==> src/core/frtc_consts.svh <==
// constants for the free-running timer, capture units, interrupt gating and watchdog
// Functional notes
// - 12-bit counter steps at 1 MHz, always
// - periodic taps at 128 us and 1.024 ms
// - counter value readable for duration measurement
// - selected pin edge latches 8-bit counter window
// - two pins, two 8-bit capture registers each
// - one register rising-only, other falling-only
// - five prescaler settings choose capture resolution
// - each capture store raises its interrupt
// - ten maskable interrupt sources in controller
// - watchdog resets device after about 8 ms
// - first pin feeds unit A, second B
`ifndef FRTC_CONSTS_SVH
`define FRTC_CONSTS_SVH

// ==================================================
// clocking
`define FRTC_CLOCK_HZ 20000000
`define FRTC_TICK_HZ 1000000
`define FRTC_TICK_DIV (`FRTC_CLOCK_HZ / `FRTC_TICK_HZ)
`define FRTC_DIV_W 5

// ==================================================
// free-running counter and taps
`define FRTC_COUNT_W 12
`define FRTC_COUNT_RESET 12'h000
`define FRTC_FAST_TAP_US 128
`define FRTC_SLOW_TAP_US 1024
`define FRTC_FAST_TAP_TICKS (`FRTC_FAST_TAP_US * (`FRTC_TICK_HZ / 1000000))
`define FRTC_SLOW_TAP_TICKS (`FRTC_SLOW_TAP_US * (`FRTC_TICK_HZ / 1000000))
`define FRTC_FAST_TAP_BITS $clog2(`FRTC_FAST_TAP_TICKS)
`define FRTC_SLOW_TAP_BITS $clog2(`FRTC_SLOW_TAP_TICKS)

// ==================================================
// capture
`define FRTC_CAPT_W 8
`define FRTC_CAPT_RESET 8'h00
`define FRTC_SCALE_W 3
`define FRTC_SCALE_MAX 3'h4
`define FRTC_EDGE_RISE 0
`define FRTC_EDGE_FALL 1

// ==================================================
// interrupt source positions
`define FRTC_IRQ_N 10
`define FRTC_IRQ_BUSRST 0
`define FRTC_IRQ_FAST 1
`define FRTC_IRQ_SLOW 2
`define FRTC_IRQ_EP0 3
`define FRTC_IRQ_CAPTA 6
`define FRTC_IRQ_CAPTB 7
`define FRTC_IRQ_WAKE 8
`define FRTC_IRQ_GPIO 9
`define FRTC_IRQ_RESET 10'h000

// ==================================================
// watchdog
`define FRTC_WDOG_MS 8
`define FRTC_WDOG_CYCLES ((`FRTC_WDOG_MS * `FRTC_CLOCK_HZ) / 1000)

`endif

==> src/core/frtc_pkg.sv <==
// types shared by the timer and capture modules
package frtc_pkg;
	typedef logic [11:0] frtc_count_t; // free-running counter value
	typedef logic [7:0] frtc_capt_t; // captured window
	typedef logic [2:0] frtc_scale_t; // prescaler setting
	typedef logic [1:0] frtc_edge_t; // edge enables: bit0 rising, bit1 falling
	typedef logic [9:0] frtc_irq_t; // one bit per interrupt source
endpackage

==> src/core/frtc_capture_unit.sv <==
// one capture unit: pin synchroniser, edge detect, rising and falling capture registers
`timescale 1ns/1ns
`include "frtc_consts.svh"
module frtc_capture_unit
(
	input wire logic clock,
	input wire logic resetn,
	input wire logic capturePin,
	input wire frtc_pkg::frtc_count_t timerCount,
	input wire frtc_pkg::frtc_scale_t captureScale,
	input wire frtc_pkg::frtc_edge_t edgeEnable,
	output frtc_pkg::frtc_capt_t riseValue,
	output frtc_pkg::frtc_capt_t fallValue,
	output logic captIrq
);
	import frtc_pkg::*;

	// ==================================================
	// window selection
	// settings above the last one clamp to it, so a bad value never reads past the top bit
	function automatic frtc_capt_t windowOf(input frtc_count_t cnt, input frtc_scale_t sel);
		frtc_scale_t s;
		frtc_count_t shifted;
		s = (sel > `FRTC_SCALE_MAX) ? `FRTC_SCALE_MAX : sel;
		shifted = cnt >> s;
		return shifted[`FRTC_CAPT_W-1:0];
	endfunction

	// ==================================================
	// pin synchroniser
	logic pinSync1_q; // first stage, read only by the second
	logic pinSync2_q; // second stage
	logic pinSync3_q; // third stage, compared with second
	logic riseSeen; // agreed rising change
	logic fallSeen; // agreed falling change
	frtc_capt_t window; // current counter slice
	frtc_capt_t riseValue_q;
	frtc_capt_t fallValue_q;
	logic captIrq_q;

	// two flops before any edge logic looks at the pin; the third holds the previous sample
	always_ff @(posedge clock or negedge resetn)
	begin
		if (!resetn)
		begin
			pinSync1_q <= 1'b0;
			pinSync2_q <= 1'b0;
			pinSync3_q <= 1'b0;
		end
		else
		begin
			pinSync1_q <= capturePin;
			pinSync2_q <= pinSync1_q;
			pinSync3_q <= pinSync2_q;
		end
	end

	assign riseSeen = pinSync2_q && !pinSync3_q && edgeEnable[`FRTC_EDGE_RISE];
	assign fallSeen = !pinSync2_q && pinSync3_q && edgeEnable[`FRTC_EDGE_FALL];
	assign window = windowOf(timerCount, captureScale);

	// ==================================================
	// capture registers
	// rising register only on rising edges
	always_ff @(posedge clock or negedge resetn)
	begin
		if (!resetn)
			riseValue_q <= `FRTC_CAPT_RESET;
		else if (riseSeen)
			riseValue_q <= window;
	end

	// falling register only on falling edges
	always_ff @(posedge clock or negedge resetn)
	begin
		if (!resetn)
			fallValue_q <= `FRTC_CAPT_RESET;
		else if (fallSeen)
			fallValue_q <= window;
	end

	// one-cycle interrupt pulse whenever a value was stored
	always_ff @(posedge clock or negedge resetn)
	begin
		if (!resetn)
			captIrq_q <= 1'b0;
		else
			captIrq_q <= riseSeen || fallSeen;
	end

	assign riseValue = riseValue_q;
	assign fallValue = fallValue_q;
	assign captIrq = captIrq_q;

	// ==================================================
	// checks
	AST_RISE_LOAD: assert property (@(posedge clock) disable iff (!resetn)
		riseSeen |=> (riseValue_q == $past(window)) && captIrq_q)
		else $error("rising capture not stored");
	AST_FALL_KEEPS_RISE: assert property (@(posedge clock) disable iff (!resetn)
		(fallSeen && !riseSeen) |=> $stable(riseValue_q))
		else $error("falling edge touched rising register");
	AST_FALL_LOAD: assert property (@(posedge clock) disable iff (!resetn)
		fallSeen |=> (fallValue_q == $past(window)) && captIrq_q)
		else $error("falling capture not stored");
	AST_IRQ_CAUSE: assert property (@(posedge clock) disable iff (!resetn)
		captIrq_q |-> ($past(riseSeen) || $past(fallSeen)))
		else $error("capture interrupt without edge");
	COV_RISE: cover property (@(posedge clock) disable iff (!resetn) riseSeen);
	COV_FALL: cover property (@(posedge clock) disable iff (!resetn) fallSeen);
endmodule

==> src/core/frtc_timer_capture.sv <==
// free-running timer with taps, two capture units, interrupt gating and watchdog
`timescale 1ns/1ns
`include "frtc_consts.svh"
module frtc_timer_capture
#(
	parameter int WDOG_CYCLES = `FRTC_WDOG_CYCLES
)
(
	input wire logic clock,
	input wire logic resetn,
	input wire logic capturePinFirst,
	input wire logic capturePinSecond,
	input wire frtc_pkg::frtc_scale_t captureScale,
	input wire frtc_pkg::frtc_edge_t captAEdge,
	input wire frtc_pkg::frtc_edge_t captBEdge,
	input wire logic busResetEvent,
	input wire logic [2:0] endpointEvent,
	input wire logic wakeupEvent,
	input wire logic gpioEvent,
	input wire frtc_pkg::frtc_irq_t irqEnable,
	input wire frtc_pkg::frtc_irq_t irqAck,
	input wire logic watchdogKick,
	output frtc_pkg::frtc_count_t timerValue,
	output logic fastTapIrq,
	output logic slowTapIrq,
	output frtc_pkg::frtc_capt_t captARise,
	output frtc_pkg::frtc_capt_t captAFall,
	output frtc_pkg::frtc_capt_t captBRise,
	output frtc_pkg::frtc_capt_t captBFall,
	output logic captAIrq,
	output logic captBIrq,
	output frtc_pkg::frtc_irq_t irqPending,
	output logic irqRequest,
	output logic watchdogReset
);
	import frtc_pkg::*;

	localparam int WdogW = $clog2(WDOG_CYCLES + 1);
	localparam int WdogLast = WDOG_CYCLES - 1;
	localparam int TickLast = `FRTC_TICK_DIV - 1;

	// ==================================================
	// 1 MHz time base
	logic [`FRTC_DIV_W-1:0] divCount_q; // clocks within one microsecond
	logic tick; // one-cycle enable at 1 MHz

	// divider runs from reset on, never waits for firmware
	always_ff @(posedge clock or negedge resetn)
	begin
		if (!resetn)
			divCount_q <= '0;
		else if (tick)
			divCount_q <= '0;
		else
			divCount_q <= divCount_q + 1'b1;
	end

	assign tick = (divCount_q == `FRTC_DIV_W'(TickLast));

	// ==================================================
	// free-running counter and taps
	frtc_count_t timerCount_q; // readable counter
	logic fastTapIrq_q;
	logic slowTapIrq_q;
	logic fastCarry; // low tap bits about to roll over
	logic slowCarry;

	// wraps from all ones to zero on its own width
	always_ff @(posedge clock or negedge resetn)
	begin
		if (!resetn)
			timerCount_q <= `FRTC_COUNT_RESET;
		else if (tick)
			timerCount_q <= timerCount_q + 1'b1;
	end

	// taps come from the carry out of the low bits, not a separate counter
	assign fastCarry = tick && (&timerCount_q[`FRTC_FAST_TAP_BITS-1:0]);
	assign slowCarry = tick && (&timerCount_q[`FRTC_SLOW_TAP_BITS-1:0]);

	// tap pulses, each only while its enable is set
	always_ff @(posedge clock or negedge resetn)
	begin
		if (!resetn)
		begin
			fastTapIrq_q <= 1'b0;
			slowTapIrq_q <= 1'b0;
		end
		else
		begin
			fastTapIrq_q <= fastCarry && irqEnable[`FRTC_IRQ_FAST];
			slowTapIrq_q <= slowCarry && irqEnable[`FRTC_IRQ_SLOW];
		end
	end

	assign timerValue = timerCount_q;
	assign fastTapIrq = fastTapIrq_q;
	assign slowTapIrq = slowTapIrq_q;

	// ==================================================
	// capture units, first pin to A, second to B
	logic [1:0] unitPin; // per-unit pin
	frtc_edge_t unitEdge [2]; // per-unit edge enables
	frtc_capt_t unitRise [2];
	frtc_capt_t unitFall [2];
	logic [1:0] unitIrq;

	assign unitPin = {capturePinSecond, capturePinFirst};
	assign unitEdge[0] = captAEdge;
	assign unitEdge[1] = captBEdge;

	// two identical units, each with its own register pair
	genvar gi;
	generate
		for (gi = 0; gi < 2; gi++)
		begin : gUnit
			frtc_capture_unit uCapt
			(
				.clock(clock),
				.resetn(resetn),
				.capturePin(unitPin[gi]),
				.timerCount(timerCount_q),
				.captureScale(captureScale),
				.edgeEnable(unitEdge[gi]),
				.riseValue(unitRise[gi]),
				.fallValue(unitFall[gi]),
				.captIrq(unitIrq[gi])
			);
		end
	endgenerate

	assign captARise = unitRise[0];
	assign captAFall = unitFall[0];
	assign captBRise = unitRise[1];
	assign captBFall = unitFall[1];
	assign captAIrq = unitIrq[0];
	assign captBIrq = unitIrq[1];

	// ==================================================
	// ten-source maskable interrupt gating
	frtc_irq_t irqSource; // raw events this cycle
	frtc_irq_t irqPending_q; // sticky pending flags

	always_comb
	begin
		irqSource = `FRTC_IRQ_RESET;
		irqSource[`FRTC_IRQ_BUSRST] = busResetEvent;
		irqSource[`FRTC_IRQ_FAST] = fastTapIrq_q;
		irqSource[`FRTC_IRQ_SLOW] = slowTapIrq_q;
		irqSource[`FRTC_IRQ_EP0 +: 3] = endpointEvent;
		irqSource[`FRTC_IRQ_CAPTA] = unitIrq[0];
		irqSource[`FRTC_IRQ_CAPTB] = unitIrq[1];
		irqSource[`FRTC_IRQ_WAKE] = wakeupEvent;
		irqSource[`FRTC_IRQ_GPIO] = gpioEvent;
	end

	// a new event in the acknowledge cycle keeps its flag set
	always_ff @(posedge clock or negedge resetn)
	begin
		if (!resetn)
			irqPending_q <= `FRTC_IRQ_RESET;
		else
			irqPending_q <= (irqPending_q & ~irqAck) | irqSource;
	end

	assign irqPending = irqPending_q;
	assign irqRequest = |(irqPending_q & irqEnable);

	// ==================================================
	// watchdog
	logic [WdogW-1:0] wdogCount_q; // cycles since last kick or expiry
	logic watchdogReset_q;
	logic wdogExpire;

	assign wdogExpire = (wdogCount_q == WdogW'(WdogLast));

	// restarts on a kick or after firing, so the reset pulse repeats if firmware stays stalled
	always_ff @(posedge clock or negedge resetn)
	begin
		if (!resetn)
			wdogCount_q <= '0;
		else if (watchdogKick || wdogExpire)
			wdogCount_q <= '0;
		else
			wdogCount_q <= wdogCount_q + 1'b1;
	end

	// one-cycle reset request on expiry
	always_ff @(posedge clock or negedge resetn)
	begin
		if (!resetn)
			watchdogReset_q <= 1'b0;
		else
			watchdogReset_q <= wdogExpire && !watchdogKick;
	end

	assign watchdogReset = watchdogReset_q;

	// ==================================================
	// checks
	AST_TICK_SPACING: assert property (@(posedge clock) disable iff (!resetn)
		tick |=> !tick [*8])
		else $error("time base ticks too close");
	AST_COUNT_STEP: assert property (@(posedge clock) disable iff (!resetn)
		tick |=> timerCount_q == $past(timerCount_q) + 12'h001)
		else $error("counter did not step by one");
	AST_COUNT_HOLD: assert property (@(posedge clock) disable iff (!resetn)
		!tick |=> $stable(timerCount_q))
		else $error("counter moved without tick");
	AST_FAST_TAP: assert property (@(posedge clock) disable iff (!resetn)
		fastTapIrq_q |-> (timerCount_q[6:0] == 7'h00) && $past(irqEnable[`FRTC_IRQ_FAST]))
		else $error("fast tap at wrong count");
	AST_SLOW_TAP: assert property (@(posedge clock) disable iff (!resetn)
		(slowCarry && irqEnable[`FRTC_IRQ_SLOW]) |=> slowTapIrq_q && (timerCount_q[9:0] == 10'h000))
		else $error("slow tap missed");
	AST_IRQ_SET_WINS: assert property (@(posedge clock) disable iff (!resetn)
		1'b1 |=> ((irqPending_q & $past(irqSource)) == $past(irqSource)))
		else $error("interrupt event lost");
	AST_IRQ_CLEAR: assert property (@(posedge clock) disable iff (!resetn)
		1'b1 |=> ((irqPending_q & $past(irqAck) & ~$past(irqSource)) == 10'h000))
		else $error("acknowledged flag stayed set");
	AST_WDOG_FIRE: assert property (@(posedge clock) disable iff (!resetn)
		watchdogReset_q |-> $past(wdogCount_q) == WdogW'(WdogLast))
		else $error("watchdog fired early");
	AST_WDOG_KICK: assert property (@(posedge clock) disable iff (!resetn)
		watchdogKick |=> !watchdogReset_q)
		else $error("watchdog fired after kick");
	COV_FAST: cover property (@(posedge clock) disable iff (!resetn) fastTapIrq_q);
	COV_SLOW: cover property (@(posedge clock) disable iff (!resetn) slowTapIrq_q);
	COV_WDOG: cover property (@(posedge clock) disable iff (!resetn) watchdogReset_q);
endmodule

==> config.mk <==
export PLATFORM = sky130hd
export DESIGN_NAME = frtc_timer_capture
export DESIGN_NICKNAME = d
export VERILOG_FILES = /design/src/core/frtc_pkg.sv /design/src/core/frtc_capture_unit.sv /design/src/core/frtc_timer_capture.sv
export VERILOG_INCLUDE_DIRS = /design/src /design/src/core
export SDC_FILE = /design/constraint.sdc
export NUM_CORES = 1
export LEC_CHECK = 0
export BUFFER_PORTS_ARGS = -buffer_cell sky130_fd_sc_hd__buf_2
export CAP_MARGIN = 25
export CORE_UTILIZATION = 55
export CTS_BUF_LIST = sky130_fd_sc_hd__clkbuf_8
export CTS_CLUSTER_DIAMETER = 100
export CTS_CLUSTER_SIZE = 10
export DETAILED_ROUTE_END_ITERATION = 6
export PLACE_DENSITY = 0.82
export REMOVE_ABC_BUFFERS = 1
export SYNTH_ARGS = -nofsm -noshare
export SYNTH_HDL_FRONTEND = slang
export SYNTH_SLANG_ARGS = --single-unit
==> constraint.sdc <==
create_clock -name clock -period 2.8 [get_ports clock]
set_clock_uncertainty 0.15 [all_clocks]
set_input_delay 0.56 -clock clock [delete_from_list [all_inputs] [get_ports clock]]
set_output_delay 0.56 -clock clock [all_outputs]
set_load 0.1 [all_outputs]
# Word level (Yosys, flattened, before mapping)
# Cells that the tools add are included.
dict set report word_totals {
  out_inout_bits 60
  elab_cells 57
  inputBits 38
  register_bits 88
}
dict set report classes {
  addsub 3
  n_lt_le_gt_ge 1
  eq_ne 2
  n_mux 3
  reduce_logical 24
  shifts 1
  bitwise 4
}
# cell n
set op_table {}
lappend op_table {{$and 10x10->10} 2}
lappend op_table {{$add 18x1->18 const B} 1}
lappend op_table {{$eq 18x18->1 const B} 1}
lappend op_table {{$mux 18} 1}
lappend op_table {{$logic_and 1x1->1} 13}
lappend op_table {{$add 12x1->12 const B} 1}
lappend op_table {{$shr 12x3->8} 1}
lappend op_table {{$not 10->10} 1}
lappend op_table {{$or 10x10->10} 1}
lappend op_table {{$reduce_and 10->1} 1}
lappend op_table {{$reduce_or 10->1} 1}
lappend op_table {{$reduce_and 7->1} 1}
lappend op_table {{$add 5x1->5 const B} 1}
lappend op_table {{$eq 5x5->1 const B} 1}
lappend op_table {{$logic_not 1->1} 5}
lappend op_table {{$mux 5} 1}
lappend op_table {{$gt 3x3->1 const B} 1}
lappend op_table {{$logic_or 1x1->1} 3}
lappend op_table {{$mux 3} 1}

# Depth between registers and ports, before layout
dict set report logic_depth {
  ltp_word 4
  depth_mapped 7
}

# By module
# From an unflattened synthesis, not the netlist that was laid out.
dict set report unflattened {
  hier_cells 376
  hier_area_um2 4194.0
}
# module cells_per_inst n_inst area_each_um2
set by_module_without_submodules {}
lappend by_module_without_submodules {frtc_timer_capture 194 1 2114.5}
lappend by_module_without_submodules {frtc_capture_unit 91 2 1039.7}

# Least setup slack after synthesis
# No wires, ideal clock.
dict set report synth_timing {
  path_kind {flip-flop to output port}
  from {register irqPending_q[9] (netlist: irqPending[9])}
  to {output irqRequest}
  path_buffers 0
  path_stages_with_launch 4
  setup_slack_ns -0.122
  arrival_time_ns 2.212
  required_ns 2.090
  path_cell_list {dfrtp_1 -> a22o_1 -> a221oi_1 -> nand4_1}
}
dict set report synth_via {
  elab_chain_cells 2
}
# item line
set synth_rtl {}
lappend synth_rtl {{from (decl)} frtc_timer_capture.sv:142} ;# frtc_irq_t irqPending_q;
lappend synth_rtl {{from (signal assigned)} frtc_timer_capture.sv:161} ;# irqPending_q <= `FRTC_IRQ_RESET;
lappend synth_rtl {{from (signal assigned)} frtc_timer_capture.sv:163} ;# irqPending_q <= (irqPending_q & ~irqAck) | irqSource;
lappend synth_rtl {{$and 10x10->10} frtc_timer_capture.sv:167} ;# assign irqRequest = |(irqPending_q & irqEnable);
lappend synth_rtl {{$reduce_or 10->1} frtc_timer_capture.sv:167}
lappend synth_rtl {{to (decl)} frtc_timer_capture.sv:33} ;# output logic irqRequest,
# Every way passes these cells.

# Worst setup path in the final report
dict set report layout_timing {
  from {register irqPending_q[8] (netlist: irqPending[8])}
  to {output irqRequest}
}
# Same word-level chain as after synthesis.

==> flow_summary.json <==
{
  "io_pins": 98,
  "synth_top_area_share_pct": 57.2,
  "h-tree-depth": 3,
  "drtAntennaViolNets": 0,
  "final_nets": 478,
  "tightest_slew_ns": 0.614,
  "synth_ff_type": "dfrtp_1",
  "clkPwrFrac_pct": 29.3,
  "hold_ws_ns": 0.146,
  "track_usage_pct": 23.2,
  "syn_inst": 339,
  "max_freq_ghz": 0.427,
  "worst-endpoint-arrival_ns": 1.63,
  "cp-start-kind": "flip-flop",
  "nFillCells": 500,
  "area_growth_pct": 20.9,
  "rows": 30,
  "yosysWarnings": 0,
  "die_h_um": 85.7,
  "grt_pass1_vias": 2848,
  "cts-hold-fix-buffers": 1,
  "rr_startpoint": "divCount_q[0]$_DFF_PN0_",
  "final_max_slew_viol_count": 0,
  "required_ns": 2.09,
  "finalHoldViolCount": 0,
  "grt_pass1_wl_um": 13100,
  "root_buffer": "clkbuf_8",
  "drc": 0,
  "worstSetupStartpoint": "irqPending[8]$_DFF_PN0_",
  "multi_input_area_um2": 1520,
  "synthTopCellsByCount": "dfrtp_1, nor2_1, a21oi_1",
  "synth_edf_count": 0,
  "leakage_nw": 2.33,
  "cts_tree": "done",
  "diodes": 0,
  "synth_seq_area_share_pct": 57.2,
  "netlist_area_um2": 3850,
  "min_path_type": "in -> reg",
  "share_comb_of_total_power_pct": 26.0,
  "reg2reg_depth": 5,
  "drv_cap": 0,
  "routedWlPerCell_um": 15.0,
  "async_flop_share_pct": 100,
  "rsz0062_at_grt": "no",
  "initial_core_util_pct": 56.6,
  "fp.coreArea_um2": 6790,
  "numCtsBuffers": 9,
  "place_congestion": 0.796,
  "dr.pass1.iters": 4,
  "status": "finished, final reports clean",
  "hpwl_um": 5770,
  "min_from": "capturePinFirst",
  "p_seq_share_pct": 44.6,
  "timing.final.crit_share_pct": 83.7,
  "synthTopCellsByArea": "dfrtp_1, nor2_1, mux2_2",
  "power_switching_w": 0.00122,
  "path_class": "reg -> out",
  "cp_max_fo": 3,
  "numPortBuffers": 97,
  "synth_seq_cells": 88,
  "clk_latency_ns": 0.36,
  "ir_worst_vdd_mv": 0.266,
  "grt_overflow": 0,
  "synth.most_common_cell": "dfrtp_1",
  "min_path_cells": 1,
  "finalPower_w": 0.00314,
  "regToRegSetupSlack_ns": 0.73,
  "seqCellArea_um2": 2200,
  "clkTransAtPathRegs_ns": 0.10,
  "vias": 2948,
  "p_sw_share_pct": 38.9,
  "end_kind": "output port",
  "p_per_area_nw_per_um2": 675,
  "postCtsSetupRepairBufs": 0,
  "fin_crit_ns": 2.34,
  "antenna_found_initial": 0,
  "relSlewSlack_pct": 59.0,
  "drtIter0Drc": 192,
  "synthDistinctLibCells": 41,
  "cts_num_sinks": 88,
  "layout-drive-gt1-share_pct": 33.0,
  "finalSetupViolCount": 0,
  "wirelength_um": 8080,
  "fp.dieW_um": 85.7,
  "die_area_um2": 7340,
  "vias_per_cell": 5.48,
  "internal_power_w": 0.00192,
  "grt_max_degree": 41,
  "synth_top_area_cell": "dfrtp_1",
  "clk_path_buf_depth": 2,
  "syn_area_per_cell_um2": 11.4,
  "cts_resized": 0
}
==> routing by layer <==
metal	vias up	wire, µm	track usage, %
met5	-	0	0
met4	0	193	11.5
met3	18	433	3.95
met2	111	4030	39.9
met1	1436	3420	28.5
li1	1383	-	-
==> final cells by class <==
type | instances | share of cell area (%)
flip-flops and latches | 88 | 47.3
multi-input cells | 221 | 32.6
repair buffers | 103 | 11.8
clock buffers | 9 | 2.66
well taps | 96 | 2.58
clock inverters | 7 | 1.88
inverters | 14 | 1.13
==> sequential cells by signal, summed over array words and instances (netlist names) <==
register and flops:
gUnit.uCapt.pinSync3_q 2, watchdogReset 1, gUnit.uCapt.pinSync2_q 2, gUnit.uCapt.riseValue 16, gUnit.uCapt.fallValue 16, slowTapIrq 1, divCount_q 5, wdogCount_q 18
timerValue 12, gUnit.uCapt.pinSync1_q 2, irqPending 10, fastTapIrq 1, gUnit.uCapt.captIrq 2
==> power by group through the flow <==
stage | logic, W | clock network (W) | registers [W]
after floorplan | 0.000105 | 0 | 0.00196
after global placement | 0.000809 | 0 | 0.00142
after detailed placement | 0.000818 | 0 | 0.00143
after CTS | 0.000821 | 0.000935 | 0.00140
after global routing | 0.000850 | 0.000992 | 0.00141
final | 0.000817 | 0.000921 | 0.00140
==> worst max-delay path, cell delays in order (launching register included) <==
cell      delay (ns)
dfrtp_1         0.40
a22o_1          0.21
a221oi_1        0.24
nand4_1         0.12
buf_2           0.30
==> stage by stage <==
step	setup TNS [ns]	area (µm²)	instances	setup WS [ns]	util (%)
floorplan	-0.122	3770	323	-0.122	-
global placement	0	4430	521	0.603	65.2
detailed placement	0	4430	521	0.551	65.2
CTS	0	4650	538	0.438	68.5
global route	0	4650	538	0.387	68.5
finish	0	4650	538	0.457	68.5
==> kinds of logic after synthesis <==
family          count (synthesis)  share of synthesized area (%)
simple gates                  113                           15.0
buf+inv                        30                           3.32
flops                          88                           57.2
compound gates                 54                           8.71
mux                            26                           9.10
fa+ha+maj                       3                          0.975
xor+xnor                       25                           5.69
==> cell usage in the layout (no fill, tap or decap), types with 5 or more instances in the layout <==
cell,count
nor3_1,9
nor4_1,6
o21ai_0,5
nand3_1,11
inv_1,14
nor2_1,48
mux4_2,6
nand2_1,15
xor2_1,11
clkbuf_8,9
mux2i_1,8
mux2_2,12
nand4_1,6
a21oi_1,21
buf_4,5
buf_2,96
xnor2_1,14
dfrtp_1,88
a31oi_1,8
a21o_1,10
==> worst paths after layout <==
check	to
max in group asynchronous	gUnit[1].uCapt.riseValue[0]$_DFFE_PN0P_
min	gUnit[0].uCapt.pinSync1_q$_DFF_PN0_
max reg2reg	timerValue[11]$_DFFE_PN0N_
max	irqRequest
min reg2reg	gUnit[1].uCapt.pinSync2_q$_DFF_PN0_
min in group asynchronous	gUnit[0].uCapt.fallValue[5]$_DFFE_PN0P_
No activity file was read; power rests on OpenSTA's default activity.
